**src/verilog/dbsr_pkg.sv**
```systemverilog
// shared constants for the debug breakpoint status block
package dbsr_pkg;
   localparam int NUM_SLOTS = 4;
   // byte addresses on the register bus
   localparam logic [7:0] SLOT0_ADDR    = 8'h00;
   localparam logic [7:0] CTRL_ADDR     = 8'h10;
   localparam logic [7:0] STATUS_ADDR   = 8'h14;
   localparam logic [7:0] IRQ_STAT_ADDR = 8'h18;
   localparam logic [7:0] IRQ_MASK_ADDR = 8'h1c;
   // debug control register fields
   localparam int CTRL_LOCAL_POS = 0;  // local enable of slot n at 2n
   localparam int CTRL_GLOBAL_POS = 1; // global enable of slot n at 2n+1
   localparam int CTRL_DETECT_POS = 13;
   localparam int CTRL_TYPE_POS  = 16; // access type of slot n at 16+4n
   localparam logic [31:0] CTRL_RESET = 32'h0000_0000;
   // debug status register fields
   localparam int STAT_ACCESS_POS = 13;
   localparam logic [31:0] STAT_RESET = 32'h0000_0000;
   // access type encodings
   localparam logic [1:0] TYPE_EXEC  = 2'h0;
   localparam logic [1:0] TYPE_WRITE = 2'h1;
   localparam logic [1:0] TYPE_RW    = 2'h3;
   // interrupt events
   localparam int NUM_EVENTS   = 4;
   localparam int EV_REPORT    = 0;
   localparam int EV_ACCESS    = 1;
   localparam int EV_DROPPED   = 2;
   localparam int EV_SMM       = 3;
   localparam logic [3:0] IRQ_RESET = 4'h0;
   typedef enum logic [1:0] {
      HND_IDLE,
      HND_CALL
   } dbsr_hnd_state_type;
endpackage : dbsr_pkg

```
**src/verilog/dbsr_irq_if.sv**
```systemverilog
// carrier between the status engine and the interrupt unit
`timescale 1ns/1ps
`default_nettype none
interface dbsr_irq_if;
   logic [3:0]  event_set;
   logic        stat_wr;
   logic        mask_wr;
   logic [3:0]  wdata;
   logic [3:0]  stat;
   logic [3:0]  mask;
   logic        irq;
   modport engine (output event_set, stat_wr, mask_wr, wdata,
                   input stat, mask, irq);
   modport unit   (input event_set, stat_wr, mask_wr, wdata,
                   output stat, mask, irq);
endinterface : dbsr_irq_if
`default_nettype wire

```
**src/verilog/dbsr_slot.sv**
```systemverilog
// one breakpoint address slot comparator
`timescale 1ns/1ps
`default_nettype none
module dbsr_slot #(
   parameter int AW = 32
) (
   input  wire logic [AW-1:0] slot_addr_i,
   input  wire logic          local_en_i,
   input  wire logic          global_en_i,
   input  wire logic [1:0]    type_i,
   input  wire logic          fetch_valid_i,
   input  wire logic [AW-1:0] fetch_addr_i,
   input  wire logic          data_valid_i,
   input  wire logic          data_write_i,
   input  wire logic [AW-1:0] data_addr_i,
   output logic               enabled_o,
   output logic               code_hit_o,
   output logic               data_hit_o
);
   // either enable bit arms the slot
   assign enabled_o = local_en_i | global_en_i;
   // type 00 watches instruction fetch only
   assign code_hit_o = fetch_valid_i && type_i == dbsr_pkg::TYPE_EXEC
                       && fetch_addr_i == slot_addr_i;
   // io type never matches here: no io path in this core
   assign data_hit_o = data_valid_i && data_addr_i == slot_addr_i
      && (type_i == dbsr_pkg::TYPE_RW
          || (type_i == dbsr_pkg::TYPE_WRITE && data_write_i));
endmodule : dbsr_slot
`default_nettype wire

```
**src/verilog/dbsr_irq.sv**
```systemverilog
// sticky interrupt status, mask and level interrupt
`timescale 1ns/1ps
`default_nettype none
module dbsr_irq (
   input  wire logic core_clk_i,
   input  wire logic rst_b_i,
   dbsr_irq_if.unit  bus
);
   logic [3:0] stat_q;
   logic [3:0] mask_q;
   // write one clears, but a new event in the same cycle wins
   always_ff @(posedge core_clk_i or negedge rst_b_i) begin
      if (!rst_b_i) begin
         stat_q <= dbsr_pkg::IRQ_RESET;
      end else begin
         stat_q <= (stat_q & ~({4{bus.stat_wr}} & bus.wdata))
                   | bus.event_set;
      end
   end
   // mask register, same layout as status
   always_ff @(posedge core_clk_i or negedge rst_b_i) begin
      if (!rst_b_i) begin
         mask_q <= dbsr_pkg::IRQ_RESET;
      end else if (bus.mask_wr) begin
         mask_q <= bus.wdata;
      end
   end
   assign bus.stat = stat_q;
   assign bus.mask = mask_q;
   assign bus.irq  = |(stat_q & mask_q);
endmodule : dbsr_irq
`default_nettype wire

```
**src/verilog/dbsr_top.sv**
```systemverilog
// debug breakpoint status engine with apb register access
//
// Contract
// - a breakpointed stack segment move or pop followed by a protection fault under general detect sets only the access-detected flag.
// - breakpoints matched while the debug fault handler is being called after that fault are not added to the match flags.
// - a pending data breakpoint of a stack segment move or pop is dropped when the next store crosses a 4-Kbyte page or updates accessed or dirty bits.
// - a software, overflow or breakpoint interrupt instruction after a stack segment move or pop clears match flags B0 to B3.
// - a data breakpoint coinciding with a system management interrupt enters the handler mode and drops the breakpoint.
// - an instruction that accesses a debug register and hits a breakpoint reports that breakpoint twice.
// - a matching disabled slot sets its flag only when another slot is enabled.
// - a slot is enabled when its local or global enable bit is set.
// - access type 00 means an instruction execution breakpoint.
//
// The implementer's own choices: the register offsets and the APB register port.
`timescale 1ns/1ps
`default_nettype none
module dbsr_top #(
   parameter int AW = 32
) (
   input  wire logic          core_clk_i,
   input  wire logic          rst_b_i,
   // apb slave
   input  wire logic          psel,
   input  wire logic          penable,
   input  wire logic          pwrite,
   input  wire logic [7:0]    paddr,
   input  wire logic [31:0]   pwdata,
   output logic               pready,
   output logic [31:0]        prdata,
   output logic               pslverr,
   // retiring instruction, one per cycle
   input  wire logic          instr_valid_i,
   input  wire logic [AW-1:0] fetch_addr_i,
   input  wire logic          data_valid_i,
   input  wire logic          data_write_i,
   input  wire logic [AW-1:0] data_addr_i,
   input  wire logic          stack_segment_load_i,
   input  wire logic          debug_reg_access_i,
   input  wire logic          store_page_cross_i,
   input  wire logic          store_ad_update_i,
   input  wire logic          software_interrupt_i,
   input  wire logic          system_management_interrupt_i,
   // exception outcomes
   output logic               debug_exception_o,
   output logic               smm_entry_o,
   output logic               irq_o
);
   localparam int N = dbsr_pkg::NUM_SLOTS;

   logic [AW-1:0] slot_addr_q [N];
   logic [31:0]   debug_control_register_q;
   logic [31:0]   debug_status_register_q;
   logic [31:0]   prdata_q;
   logic          pslverr_q;
   logic [N-1:0]  enabled;
   logic [N-1:0]  code_hit;
   logic [N-1:0]  data_hit;
   logic [N-1:0]  flag_hit;
   logic [N-1:0]  pend_q;
   logic          pend_valid_q;
   logic          ss_prev_q;
   logic          exc_q;
   logic          exc_again_q;
   logic          smm_q;
   logic          general_detect_enable;
   logic          wr_acc;
   logic          rd_setup;
   logic          addr_ok;
   dbsr_pkg::dbsr_hnd_state_type hnd_q;

   dbsr_irq_if irq_bus ();

   assign general_detect_enable =
      debug_control_register_q[dbsr_pkg::CTRL_DETECT_POS];

   // one comparator per address slot
   for (genvar g = 0; g < N; g++) begin : g_slot
      dbsr_slot #(.AW(AW)) u_slot (
         .slot_addr_i   (slot_addr_q[g]),
         .local_en_i    (debug_control_register_q[
                            dbsr_pkg::CTRL_LOCAL_POS + 2*g]),
         .global_en_i   (debug_control_register_q[
                            dbsr_pkg::CTRL_GLOBAL_POS + 2*g]),
         .type_i        (debug_control_register_q[
                            dbsr_pkg::CTRL_TYPE_POS + 4*g +: 2]),
         .fetch_valid_i (instr_valid_i),
         .fetch_addr_i  (fetch_addr_i),
         .data_valid_i  (instr_valid_i & data_valid_i),
         .data_write_i  (data_write_i),
         .data_addr_i   (data_addr_i),
         .enabled_o     (enabled[g]),
         .code_hit_o    (code_hit[g]),
         .data_hit_o    (data_hit[g])
      );
      // a disabled slot flags only when some other slot is armed
      assign flag_hit[g] = (code_hit[g] | data_hit[g])
         & (enabled[g] | (|(enabled & ~(N'(1) << g))));
   end

   // apb decode; every access completes with no wait state
   assign rd_setup = psel & ~penable;
   assign wr_acc   = psel & penable & pwrite & addr_ok;
   assign addr_ok  = paddr[1:0] == 2'h0
                     && paddr <= dbsr_pkg::IRQ_MASK_ADDR;
   assign pready   = 1'b1;
   assign prdata   = prdata_q;
   assign pslverr  = pslverr_q;

   // read data captured in the setup cycle so it comes from a flop
   always_ff @(posedge core_clk_i or negedge rst_b_i) begin
      if (!rst_b_i) begin
         prdata_q  <= 32'h0000_0000;
         pslverr_q <= 1'b0;
      end else if (rd_setup) begin
         pslverr_q <= ~addr_ok;
         case (paddr)
            dbsr_pkg::CTRL_ADDR:     prdata_q <= debug_control_register_q;
            dbsr_pkg::STATUS_ADDR:   prdata_q <= debug_status_register_q;
            dbsr_pkg::IRQ_STAT_ADDR: prdata_q <= {28'h0, irq_bus.stat};
            dbsr_pkg::IRQ_MASK_ADDR: prdata_q <= {28'h0, irq_bus.mask};
            default: begin
               if (addr_ok) begin
                  prdata_q <= 32'(slot_addr_q[paddr[3:2]]);
               end else begin
                  prdata_q <= 32'h0000_0000;
               end
            end
         endcase
      end
   end

   // breakpoint address slots
   always_ff @(posedge core_clk_i or negedge rst_b_i) begin
      if (!rst_b_i) begin
         for (int i = 0; i < N; i++) begin
            slot_addr_q[i] <= '0;
         end
      end else if (wr_acc && paddr < dbsr_pkg::CTRL_ADDR) begin
         slot_addr_q[paddr[3:2]] <= AW'(pwdata);
      end
   end

   // debug control register
   always_ff @(posedge core_clk_i or negedge rst_b_i) begin
      if (!rst_b_i) begin
         debug_control_register_q <= dbsr_pkg::CTRL_RESET;
      end else if (wr_acc && paddr == dbsr_pkg::CTRL_ADDR) begin
         debug_control_register_q <= pwdata;
      end
   end

   // interrupt unit writes
   assign irq_bus.stat_wr = wr_acc && paddr == dbsr_pkg::IRQ_STAT_ADDR;
   assign irq_bus.mask_wr = wr_acc && paddr == dbsr_pkg::IRQ_MASK_ADDR;
   assign irq_bus.wdata   = pwdata[3:0];
   assign irq_o           = irq_bus.irq;

   dbsr_irq u_irq (
      .core_clk_i (core_clk_i),
      .rst_b_i    (rst_b_i),
      .bus        (irq_bus.unit)
   );

   // classify the retiring instruction once, in priority order
   logic in_handler;
   logic smi_drop;
   logic det_fault;
   logic store_drop;
   logic swi_clear;
   logic report;
   logic dr_double;
   always_comb begin
      in_handler = hnd_q == dbsr_pkg::HND_CALL;
      smi_drop   = 1'b0;
      det_fault  = 1'b0;
      store_drop = 1'b0;
      swi_clear  = 1'b0;
      report     = 1'b0;
      dr_double  = 1'b0;
      if (instr_valid_i && !in_handler) begin
         if (system_management_interrupt_i && (|(flag_hit & data_hit))) begin
            smi_drop = 1'b1;
         end else if (debug_reg_access_i && general_detect_enable) begin
            det_fault = 1'b1;
         end else if (pend_valid_q
                      && (store_page_cross_i || store_ad_update_i)) begin
            store_drop = 1'b1;
         end else if (ss_prev_q && software_interrupt_i) begin
            swi_clear = 1'b1;
         end else if (!stack_segment_load_i) begin
            report    = pend_valid_q || (|flag_hit);
            dr_double = debug_reg_access_i && (|flag_hit);
         end
      end
   end

   // handler call window: matches while it is open are not flagged
   always_ff @(posedge core_clk_i or negedge rst_b_i) begin
      if (!rst_b_i) begin
         hnd_q <= dbsr_pkg::HND_IDLE;
      end else begin
         case (hnd_q)
            dbsr_pkg::HND_IDLE: begin
               if (det_fault) begin
                  hnd_q <= dbsr_pkg::HND_CALL;
               end
            end
            dbsr_pkg::HND_CALL: begin
               if (instr_valid_i) begin
                  hnd_q <= dbsr_pkg::HND_IDLE;
               end
            end
            default: hnd_q <= dbsr_pkg::HND_IDLE;
         endcase
      end
   end

   // the interrupt wipe follows any stack segment load, hit or not
   always_ff @(posedge core_clk_i or negedge rst_b_i) begin
      if (!rst_b_i) begin
         ss_prev_q <= 1'b0;
      end else if (instr_valid_i) begin
         ss_prev_q <= stack_segment_load_i;
      end
   end

   // data breakpoint of a stack segment load waits for the next one;
   // a stack pointer move right after it reports it cleanly
   always_ff @(posedge core_clk_i or negedge rst_b_i) begin
      if (!rst_b_i) begin
         pend_q       <= '0;
         pend_valid_q <= 1'b0;
      end else if (instr_valid_i) begin
         if (stack_segment_load_i && !in_handler && !smi_drop
             && !det_fault && (|(flag_hit & data_hit))) begin
            pend_q       <= flag_hit & data_hit;
            pend_valid_q <= 1'b1;
         end else begin
            pend_q       <= '0;
            pend_valid_q <= 1'b0;
         end
      end
   end

   // debug status: software writes, hardware sets win over them
   always_ff @(posedge core_clk_i or negedge rst_b_i) begin
      if (!rst_b_i) begin
         debug_status_register_q <= dbsr_pkg::STAT_RESET;
      end else begin
         logic [31:0] nxt;
         nxt = debug_status_register_q;
         if (wr_acc && paddr == dbsr_pkg::STATUS_ADDR) begin
            nxt = pwdata;
         end
         if (swi_clear) begin
            nxt[N-1:0] = '0;
         end
         if (det_fault) begin
            nxt[dbsr_pkg::STAT_ACCESS_POS] = 1'b1;
         end
         if (report) begin
            nxt[N-1:0] = nxt[N-1:0] | pend_q | flag_hit;
         end
         debug_status_register_q <= nxt;
      end
   end

   // exception pulses; a debug register access hit fires twice
   always_ff @(posedge core_clk_i or negedge rst_b_i) begin
      if (!rst_b_i) begin
         exc_q       <= 1'b0;
         exc_again_q <= 1'b0;
         smm_q       <= 1'b0;
      end else begin
         exc_q       <= report || det_fault || exc_again_q;
         exc_again_q <= dr_double;
         smm_q       <= smi_drop;
      end
   end
   assign debug_exception_o = exc_q;
   assign smm_entry_o       = smm_q;

   // interrupt events
   assign irq_bus.event_set[dbsr_pkg::EV_REPORT]  = report;
   assign irq_bus.event_set[dbsr_pkg::EV_ACCESS]  = det_fault;
   assign irq_bus.event_set[dbsr_pkg::EV_DROPPED] = store_drop | swi_clear;
   assign irq_bus.event_set[dbsr_pkg::EV_SMM]     = smi_drop;
endmodule : dbsr_top
`default_nettype wire

```
**config.mk**
```make
export PLATFORM = sky130hd
export DESIGN_NAME = dbsr_top
export DESIGN_NICKNAME = d
export VERILOG_FILES = /design/src/verilog/dbsr_pkg.sv /design/src/verilog/dbsr_irq_if.sv /design/src/verilog/dbsr_slot.sv /design/src/verilog/dbsr_irq.sv /design/src/verilog/dbsr_top.sv
export SDC_FILE = /design/constraint.sdc
export NUM_CORES = 1
export LEC_CHECK = 0
export BUFFER_PORTS_ARGS = -buffer_cell sky130_fd_sc_hd__buf_4
export CORE_MARGIN = 3
export CORE_UTILIZATION = 50
export CTS_CLUSTER_SIZE = 20
export DETAILED_ROUTE_END_ITERATION = 8
export PLACE_DENSITY = 0.71
export SETUP_SLACK_MARGIN = 0.15
export SLEW_MARGIN = 10
export SYNTH_ARGS = -nofsm -noshare
export SYNTH_HDL_FRONTEND = slang
export SYNTH_HIERARCHICAL = 1
export SYNTH_SLANG_ARGS = --single-unit
```
**constraint.sdc**
```tcl
create_clock -name core_clk_i -period 5.9 [get_ports core_clk_i]
set_clock_uncertainty 0.15 [all_clocks]
set_input_delay 0.59 -clock core_clk_i [delete_from_list [all_inputs] [get_ports core_clk_i]]
set_output_delay 0.59 -clock core_clk_i [all_outputs]
set_load 0.1 [all_outputs]
```
== Word level (Yosys, flattened, before mapping) ==
Index checks and enable logic that the tools add are counted.

* Bits in latches: 0
* Register bits: 244
* Memory bits (writable): 0
* Logic and storage cells: 185
* Output and inout port bits: 37
* Bits in read-only memories: 0
* Memories: 0

* Multiplexer cells: 43
* Multiply operators: 0
* Shifts and indexed selects: 0
* Equal/unequal tests: 23
* Reductions and logical operators: 63
* $add $sub $neg: 0
* Div/mod/pow operators: 0
* Order comparisons: 4
* Bitwise operators: 33

{| class="wikitable"
|+ Operators by type and width
! cell !! count
|-
| 32-bit equality test || 8
|-
| 128-bit bitwise mux || 1
|-
| 32-bit two-way mux || 4
|-
| 32-bit one-hot mux with 4 select lines || 1
|-
| 32-bit binary-select mux with 2-bit select || 1
|-
| 32-bit demux with 2-bit select || 1
|-
| 1-bit logical AND || 37
|-
| 8-bit by 5-bit equality test with 1-bit output (second input constant) || 4
|-
| 1-bit two-way mux || 28
|-
| 4-bit bitwise AND || 4
|-
| 14-bit two-way mux || 1
|-
| 1-bit OR || 13
|-
| 2-bit zero test || 6
|-
| 4-bit two-way mux || 3
|-
| 4-bit OR || 3
|-
| 3-bit OR reduction || 4
|-
| 4-bit OR reduction || 3
|-
| 2-bit by 1-bit equality test with 1-bit output (second input constant) || 5
|-
| 1-bit bitwise AND || 9
|-
| 2-bit equality test (second input constant) || 4
|-
| 8-bit by 5-bit <= comparator with 1-bit output (second input constant) || 1
|-
| 1-bit logical OR || 8
|-
| 8-bit by 5-bit < comparator with 1-bit output (second input constant) || 1
|-
| 2-bit two-way mux || 2
|-
| 10 further kinds || 14
|}

== Logic depth before layout (Yosys ltp) ==
Gate-level depths: netlist (run 1).

* Depth after elaboration: 16
* Depth in mapped cells: 9
* Mapped depth without buffers: 9

== Modules after synthesis ==
The synthesis (run 1) kept the hierarchy.

{| class="wikitable"
|+ By module, submodules not included
! module !! area each (um2) !! instances !! cells an instance !! seq. area each (um2)
|-
| dbsr_top || 10541.4 || 1 || 738 || 5880.6
|-
| dbsr_slot || 723.2 || 4 || 89 || 0.0
|-
| dbsr_irq || 309.0 || 1 || 23 || 200.2
|}

== Worst setup path before layout (run 1) ==
No wires, ideal clock.

* Path kind: input to register
* Start point: input port data_valid_i
* End point: register u_irq.stat_q[0] (netlist: u_irq/bus.stat[0])
* Required time: 5.632 ns
* Stages on the path: 9
* Path slack: 3.137 ns
* Arrival: 2.495 ns
* Cell sequence: and2_1 o2111ai_1 or4_1 nor3_2 nor4_1 or3b_2 o2111ai_1 inv_1 a21o_1

* Word-level cells in the longest chain between the ends: 14
* Elaborated cells between the ends (all ways): 29
* Those cells by class: mux (6); bitwise (11); reduce/logical (12)

{| class="wikitable"
|+ Ends and longest elaborated chain
! element !! line !! source
|-
| from (decl) || dbsr_top.sv:34 || <nowiki>input wire logic data_valid_i,</nowiki>
|-
| 1-bit bitwise AND (*) || dbsr_top.sv:88 || <nowiki>.data_valid_i (instr_valid_i & data_valid_i),</nowiki>
|-
| 1-bit logical AND (*) || dbsr_slot.sv:26 || <nowiki>assign data_hit_o = data_valid_i && data_addr_i == slot_addr_i</nowiki>
|-
| 1-bit logical AND (*) || dbsr_slot.sv:27 || <nowiki>&& (type_i == dbsr_pkg::TYPE_RW</nowiki>
|-
| named net data_hit[0] || dbsr_top.sv:57 || <nowiki>logic [N-1:0] data_hit;</nowiki>
|-
| 1-bit OR || dbsr_top.sv:96 || <nowiki>assign flag_hit[g] = (code_hit[g] | data_hit[g])</nowiki>
|-
| 1-bit bitwise AND || dbsr_top.sv:97 || <nowiki>& (enabled[g] | (|(enabled & ~(N'(1) << g))));</nowiki>
|-
| 4-bit OR reduction || dbsr_top.sv:191 || <nowiki>report = pend_valid_q || (|flag_hit);</nowiki>
|-
| 1-bit logical OR || dbsr_top.sv:191 ||
|-
| 1-bit two-way mux || dbsr_top.sv:190 || <nowiki>end else if (!stack_segment_load_i) begin</nowiki>
|-
| 1-bit two-way mux || dbsr_top.sv:188 || <nowiki>end else if (ss_prev_q && software_interrupt_i) begin</nowiki>
|-
| 1-bit two-way mux || dbsr_top.sv:185 || <nowiki>end else if (pend_valid_q</nowiki>
|-
| 1-bit two-way mux || dbsr_top.sv:183 || <nowiki>end else if (debug_reg_access_i && general_detect_enable) begin</nowiki>
|-
| 1-bit two-way mux (*) || dbsr_top.sv:181 || <nowiki>if (system_management_interrupt_i && (|(flag_hit & data_hit))) begin</nowiki>
|-
| 1-bit two-way mux (*) || dbsr_top.sv:180 || <nowiki>if (instr_valid_i && !in_handler) begin</nowiki>
|-
| named net irq_bus.event_set[0] || dbsr_irq_if.sv:5 || <nowiki>logic [3:0] event_set;</nowiki>
|-
| 4-bit OR (*) || dbsr_irq.sv:17 || <nowiki>| bus.event_set;</nowiki>
|-
| to (signal assigned) || dbsr_irq.sv:14 || <nowiki>stat_q <= dbsr_pkg::IRQ_RESET;</nowiki>
|-
| to (signal assigned) || dbsr_irq.sv:16 || <nowiki>stat_q <= (stat_q & ~({4{bus.stat_wr}} & bus.wdata))</nowiki>
|-
| to (decl) || dbsr_irq.sv:9 || <nowiki>logic [3:0] stat_q;</nowiki>
|}

Mark *: on every way through the listed nets, which the timed path passes. The rest lies on a longest branch.
A chain may end at the register's enable or synchronous reset.

== Worst setup path in the final report (run 1) ==
* Start point: register slot_addr_q[124] (netlist name)
* End point: register pend_q[1]

* Word-level cells in the longest chain between the ends: 15
* Elaborated cells between the ends (all ways): 20
* Those cells by class: eq/ne (2); mux (5); bitwise (3); reduce/logical (10)

{| class="wikitable"
|+ Ends and longest elaborated chain
! element !! line !! source
|-
| from (decl) || dbsr_top.sv:50 || <nowiki>logic [AW-1:0] slot_addr_q [N];</nowiki>
|-
| from (signal, indexed assignment) || dbsr_top.sv:139 || <nowiki>slot_addr_q[paddr[3:2]] <= AW'(pwdata);</nowiki>
|-
| 32-bit equality test (*) || dbsr_slot.sv:26 ||
|-
| 1-bit logical AND (*) || dbsr_slot.sv:26 ||
|-
| 1-bit logical AND (*) || dbsr_slot.sv:27 ||
|-
| named net data_hit[0] || dbsr_top.sv:57 ||
|-
| 1-bit OR || dbsr_top.sv:96 ||
|-
| 1-bit bitwise AND || dbsr_top.sv:97 ||
|-
| 4-bit bitwise AND (*) || dbsr_top.sv:181, dbsr_top.sv:235 ||
|-
| 4-bit OR reduction (*) || dbsr_top.sv:181, dbsr_top.sv:235 ||
|-
| 1-bit logical AND || dbsr_top.sv:181 ||
|-
| 1-bit two-way mux || dbsr_top.sv:181 ||
|-
| 1-bit two-way mux || dbsr_top.sv:180 ||
|-
| 1-bit zero test || dbsr_top.sv:234 || <nowiki>if (stack_segment_load_i && !in_handler && !smi_drop</nowiki>
|-
| 1-bit logical AND || dbsr_top.sv:234 ||
|-
| 1-bit logical AND || dbsr_top.sv:235 || <nowiki>&& !det_fault && (|(flag_hit & data_hit))) begin</nowiki>
|-
| 1-bit logical AND (*) || dbsr_top.sv:235 ||
|-
| 4-bit two-way mux (*) || dbsr_top.sv:234 ||
|-
| to (signal assigned) || dbsr_top.sv:236 || <nowiki>pend_q <= flag_hit & data_hit;</nowiki>
|-
| to (decl) || dbsr_top.sv:59 || <nowiki>logic [N-1:0] pend_q;</nowiki>
|}

Marks and branches as above.

==> impl_metrics.ini, run 1 <==
[synthesis]
synth_cell_types = 48
synth-adder-area-share_pct = 0
synth_area_per_cell_um2 = 12.30
synth_seq_cells = 243
synthSimpleGateAreaFrac_pct = 7.930
synth_top_family_by_area = multiplexers
synth_xor_area_share_pct = 16.31
synth-compound-area-share_pct = 5.335
synth_seq_area_share_pct = 44.25
netlist_instances = 1117
netlist_area_mm2 = 0.01374
yosysWarnings = 6
synth_nets = 1235
synthMuxAreaShare_pct = 24.03

[layout]
syn_to_final_growth_pct = 17.05
drive_above_1_share_pct = 34.74
fin_cells = 1623
utilization_pct = 59.69
final_nets = 1381

[timing]
fin_crit_sh_pct = 55.59
fmax_ghz = 0.3049
rsz0062_at_grt = false
hold_viol_final = 0
tns_ps = 0
slew_viol_final = 0
min_period_ps = 3280
setup_slack_ps = 2620
worst_slew_pin_slew_ps = 1164
maxSlewHeadroom_pct = 22.28
finalSetupViolations = 0

[power]
power_leakage_nw = 7.817
p_per_area_mw_per_mm2 = 236.6
p_total_w = 0.003806
ir_drop_uv = 187.5

[worst_setup_path]
crit_chain = xor2_1 -> nor4_1 -> nand4_1 -> nor3_2 -> nor4_1 -> nor4_1 -> a22o_1
critPathCaptureType = flip-flop
worstSetupPathType = flip-flop to flip-flop
cp_data_arrival_time_ps = 3600
required_ps = 6220
path_max_fanout = 5
slowest_stage = nor4_1
max_stage_delay_ps = 850
crit_path_frequent_cell = nor4_1
start_kind = flip-flop

[floorplanning]
die_w_um = 171.8
dieArea_mm2 = 0.02951
num_io_pins = 155
die_h_um = 171.8
initial_core_util_pct = 50.99
rows = 60
core_area_mm2 = 0.02695

[clocking]
htreeDepth = 1
clk_latency_ps = 540
cts.sinks = 243
cts_buffer_depth = 3
numCtsBuffers = 27
root_buffer = clkbuf_16
clkSlewWorstSetupHoldPaths_ps = 60
cts_tree = built
cts.repair.resized = 0

[detailed_routing]
wl_per_cell_um = 25.75
ant_nets = 0
drt_iter0_drc = 853
vias_per_cell = 6.213
drc = 0
routed_wl_mm = 41.79
vias = 10080
dr.pass1.iters = 5

[grt]
antenna_found_initial = 2
grt_remaining_overflow = 0
grt_max_degree = 163
grt_pass1_vias = 10140
grt_pass1_wl_mm = 62.20
gr-usage-all-layers_pct = 28.10

[min_path]
hold_class = primary input to flip-flop

[flow_run]
cap_violations = 0

[place]
pre_cts_slack_ps = 2289
io_buffers = 153
dp_cells = 1574
place_hpwl_mm = 29.20
gp_congestion = 0.9761

[status]
outcome = completed
power by group:
group / switching [W] / internal (W) / total, W
Combinational: 0.000225 / 0.000156 / 0.000381
Clock: 0.000703 / 0.00101 / 0.00171
Sequential: 0.0000275 / 0.00169 / 0.00172
Total: 0.000955 / 0.00285 / 0.00381
layout make-up:
cell class | instances | area [µm²]
diodes | 1 | 2.502
clock buffers | 32 | 724.4
clock inverters | 15 | 165.2
fillers | 2212 | 10860
inverters | 7 | 26.28
multi-input cells | 819 | 7400
flip-flops and latches | 243 | 6081
well taps | 341 | 426.7
repair buffers | 165 | 1261
sequential cells by signal, summed over array words and instances, names as in the netlist:
signal and cells:
pend_valid_q 1, slot_addr_q 128, debug_control_register_q 32, smm_entry_o 1, u_irq/bus.mask 4, u_irq/bus.stat 4
hnd_q 1, ss_prev_q 1, pslverr 1, pend_q 4, debug_exception_o 1, prdata 32
exc_again_q 1, debug_status_register_q 32
through the flow:
step / area (µm²) / hold slack [ps]
floorplan: 13740 / 144.4
global placement: 15180 / 274.3
detailed placement: 15180 / 300.0
CTS: 16080 / 145.6
global route: 16080 / 157.2
finish: 16090 / 161.8
cells in the final DEF (no fill, tap or decap), drive strengths merged, types with 12 or more instances in the layout:
cell type	instances
xnor2	76
clkbuf	32
o21ai	61
dfrtp	243
nor3	12
xor2	180
nand4	26
mux4	36
nand2	14
mux2i	33
mux2	192
nor4	50
nor2	41
a22oi	33
buf	164
worst paths after layout:
kind / end / from / slack (ps) / depth (start not counted)
worst max-delay path: pend_q[1] / slot_addr_q[124] / 2620 / 7
worst min-delay path: ss_prev_q / stack_segment_load_i / 160 / 2
worst max register to register: pend_q[1] / slot_addr_q[124] / 2620 / 7
worst min register to register: prdata[0] / prdata[0] / 330 / 2
max in group asynchronous: slot_addr_q[12] / rst_b_i / 3780 / 3
min in group asynchronous: slot_addr_q[91] / rst_b_i / 470 / 2
Yosys cell counts, drive strengths merged:
master | number | area share, %
dfrtp | 243 | 44
nor3 | 12 | 0.74
a21oi | 1 | 0.036
o32a | 1 | 0.073
or3 | 2 | 0.13
nand3b | 1 | 0.055
nand2 | 14 | 0.38
nor2b | 1 | 0.046
nor3b | 2 | 0.11
or4 | 5 | 0.27
a211oi | 1 | 0.055
o2111ai | 5 | 0.32
o22ai | 4 | 0.18
nand4 | 26 | 1.2
buf | 31 | 1.5
a21o | 5 | 0.27
conb | 1 | 0.027
mux2 | 192 | 16
or3b | 1 | 0.064
a21boi | 1 | 0.055
nand2b | 3 | 0.14
and3 | 5 | 0.23
a41oi | 1 | 0.064
nor4 | 50 | 2.5
xnor2 | 76 | 4.8
mux4 | 36 | 5.9
nand3 | 11 | 0.40
inv | 7 | 0.19
or2 | 5 | 0.23
a22oi | 33 | 1.8
o21ai | 61 | 2.2
mux2i | 33 | 2.4
nor2 | 41 | 1.1
clkbuf | 17 | 0.46
nor4b | 4 | 0.25
xor2 | 180 | 11
and2 | 1 | 0.046
a22o | 4 | 0.25
critical path: cells and delay by family, from the launching register on:
kind             cells  cell delay, ps
AND/OR/NAND/NOR      5            2160
flip-flops           1             450
AO/OA/AOI/OAI        1             230
XOR/XNOR             1             220
repair_timing:
| action | CTS | global route |
|---|---|---|
| hold buffers | 1 | 0 |
| hold endpoints to repair | 81 | 0 |
| setup buffers | 0 | 0 |
layer usage:
metal	vias up	GRT usage (%)	part of all wire, %
li1	4377	-	-
met1	5182	39.75	43
met2	429	42.70	44
met3	96	6.665	8.8
met4	0	9.823	3.9
met5	-	0	0
kinds of logic (layout without fill, tap and decap cells):
kind of cell	after synthesis	count (layout)
muxes	261	261
other	1	2
DFF	243	243
AOI/OAI and AO/OA	117	117
and+or+nand+nor	184	184
buffers and inverters	55	219
xor gates and xnor gates	256	256
Power figures use the tool's default switching activity.
==> run 2, diff against run 1 <==
- PLACE_DENSITY: 0.71 -> 0.74
- clock period: 5.9 -> 3 ns (I/O delays scaled with it)
==> impl_metrics.ini, run 2 (synthesis results as in run 1) <==
[detailed_routing]
drc = 0
vias_per_cell = 6.163
ant_nets = 0
drt_iter0_drc = 860
wl_per_cell_um = 24.85
dr.pass1.iters = 5
routed_wl_mm = 42.56
vias = 10560

[grt]
grt_pass1_wl_mm = 64.62
antenna_found_initial = 2
grt_remaining_overflow = 0
grt_max_degree = 73
grt_pass1_vias = 10780
gr-usage-all-layers_pct = 28.81

[clocking]
clkSlewWorstSetupHoldPaths_ps = 60
cts_tree = built
numCtsBuffers = 27
htreeDepth = 1
clk_latency_ps = 540
root_buffer = clkbuf_16
cts.sinks = 243
cts_buffer_depth = 3

[worst_setup_path]
slowest_stage = or4_4
path_max_fanout = 4
cp_num_buf_inv = 0
crit_chain = xnor2_2 -> nand4_1 -> or4_4 -> nor3_4 -> nor4_2 -> or3b_4 -> nor3_1 -> a21o_1
max_stage_delay_ps = 570
critPathCaptureType = flip-flop
required_ps = 3330
worstSetupPathType = flip-flop to flip-flop
cp_data_arrival_time_ps = 3120
crit_family = simple AND/OR/NAND/NOR gates
start_kind = flip-flop

[floorplanning]
die_h_um = 171.8
die_w_um = 171.8
num_io_pins = 155
initial_core_util_pct = 50.99
rows = 60
dieArea_mm2 = 0.02951
core_area_mm2 = 0.02695

[power]
ir_drop_uv = 327.2
power_leakage_nw = 8.355
p_per_area_mw_per_mm2 = 439.2

[timing]
finalSetupViolations = 0
fmax_ghz = 0.3584
setup_slack_ps = 210.2
hold_viol_final = 0
rsz0062_at_grt = false
slew_viol_final = 0
worst_slew_pin_slew_ps = 924.6
maxSlewHeadroom_pct = 38.36
tns_ps = 0
min_period_ps = 2790
fin_crit_sh_pct = 92.99

[layout]
final_nets = 1469
largest_reg_flops = 128
layout_commonest_cell = dfrtp_1
utilization_pct = 63.23
fill_cells = 2076
final_cell_mix = dfrtp_1, buf_4, mux2_2, xor2_1, xnor2_1
postLayoutCellArea_mm2 = 0.01704
regMostFlops = slot_addr_q
drive_above_1_share_pct = 38.00
fin_cells = 1713
syn_to_final_growth_pct = 23.99

[place]
io_buffers = 153
gp_congestion = 1.037
pre_cts_slack_ps = 37.62
dp_cells = 1621
postPlaceCellArea_mm2 = 0.01560
place_hpwl_mm = 30.58

[min_path]
hold_class = primary input to flip-flop

[status]
outcome = completed

[flow_run]
cap_violations = 0
-- run 2: through the flow --
stage | total power, W | hold WS (ps)
after CTS | 0.007517 | 10.65
after detailed placement | 0.004203 | 119.6
after floorplan | 0.003750 | -145.6
final | 0.007484 | 35.47
after global routing | 0.007726 | 42.70
after global placement | 0.004194 | 120.4
-- run 2: report_power, final --
group	switching (W)	leakage, nW	internal, W
clock network	0.00135	0.432	0.00192
logic	0.000473	4.56	0.000363
registers	0.0000506	3.37	0.00332
-- run 2: timing repair --
item                                   4_1_cts  5_1_grt
resized for setup                           16       14
buffers inserted                             5        1
endpoints found under the hold margin      256        0
pin swaps                                   11        9
hold buffers                                36        0
setup endpoints to repair                    8       12
-- run 2: final timing paths --
check                           slack, ps  cells after the start              from                      endpoint
worst min-delay path                   40                      3     instr_valid_i                      hnd_q[0]
min in group asynchronous             140                      2           rst_b_i  debug_control_register_q[27]
worst max-delay path                  210                      8  slot_addr_q[105]             u_irq/bus.stat[3]
worst max register to register        210                      8  slot_addr_q[105]             u_irq/bus.stat[3]
max in group asynchronous            1730                      3           rst_b_i               slot_addr_q[37]
worst min register to register        310                      1       exc_again_q             debug_exception_o
-- run 2: per-layer routing --
metal	global-route usage (%)	share of wire (%)	vias to the layer above
met3	4.505	8.3	98
met5	0	0.047	-
met1	41.05	42	5418
li1	-	-	4559
met2	45.93	46	481
met4	8.678	3.2	2
-- run 2: worst min-delay path: cells and delay by family --
| family | cells | cell delay (ps) |
|---|---|---|
| AO/OA/AOI/OAI | 1 | 90 |
| buffers and inverters | 2 | 290 |
-- run 2: final cells by class --
class / instances / area [µm²] / share of cell area (%)
Clock buffer: 37 / 753.2 / 4.420
Sequential cell: 243 / 6087 / 35.72
Timing Repair Buffer: 253 / 2072 / 12.16
Multi-Input combinational cell: 819 / 7556 / 44.34
Tap cell: 341 / 426.7 / 2.504
Clock inverter: 12 / 116.4 / 0.6829
Inverter: 7 / 26.28 / 0.1542
Antenna cell: 1 / 2.502 / 0.01469
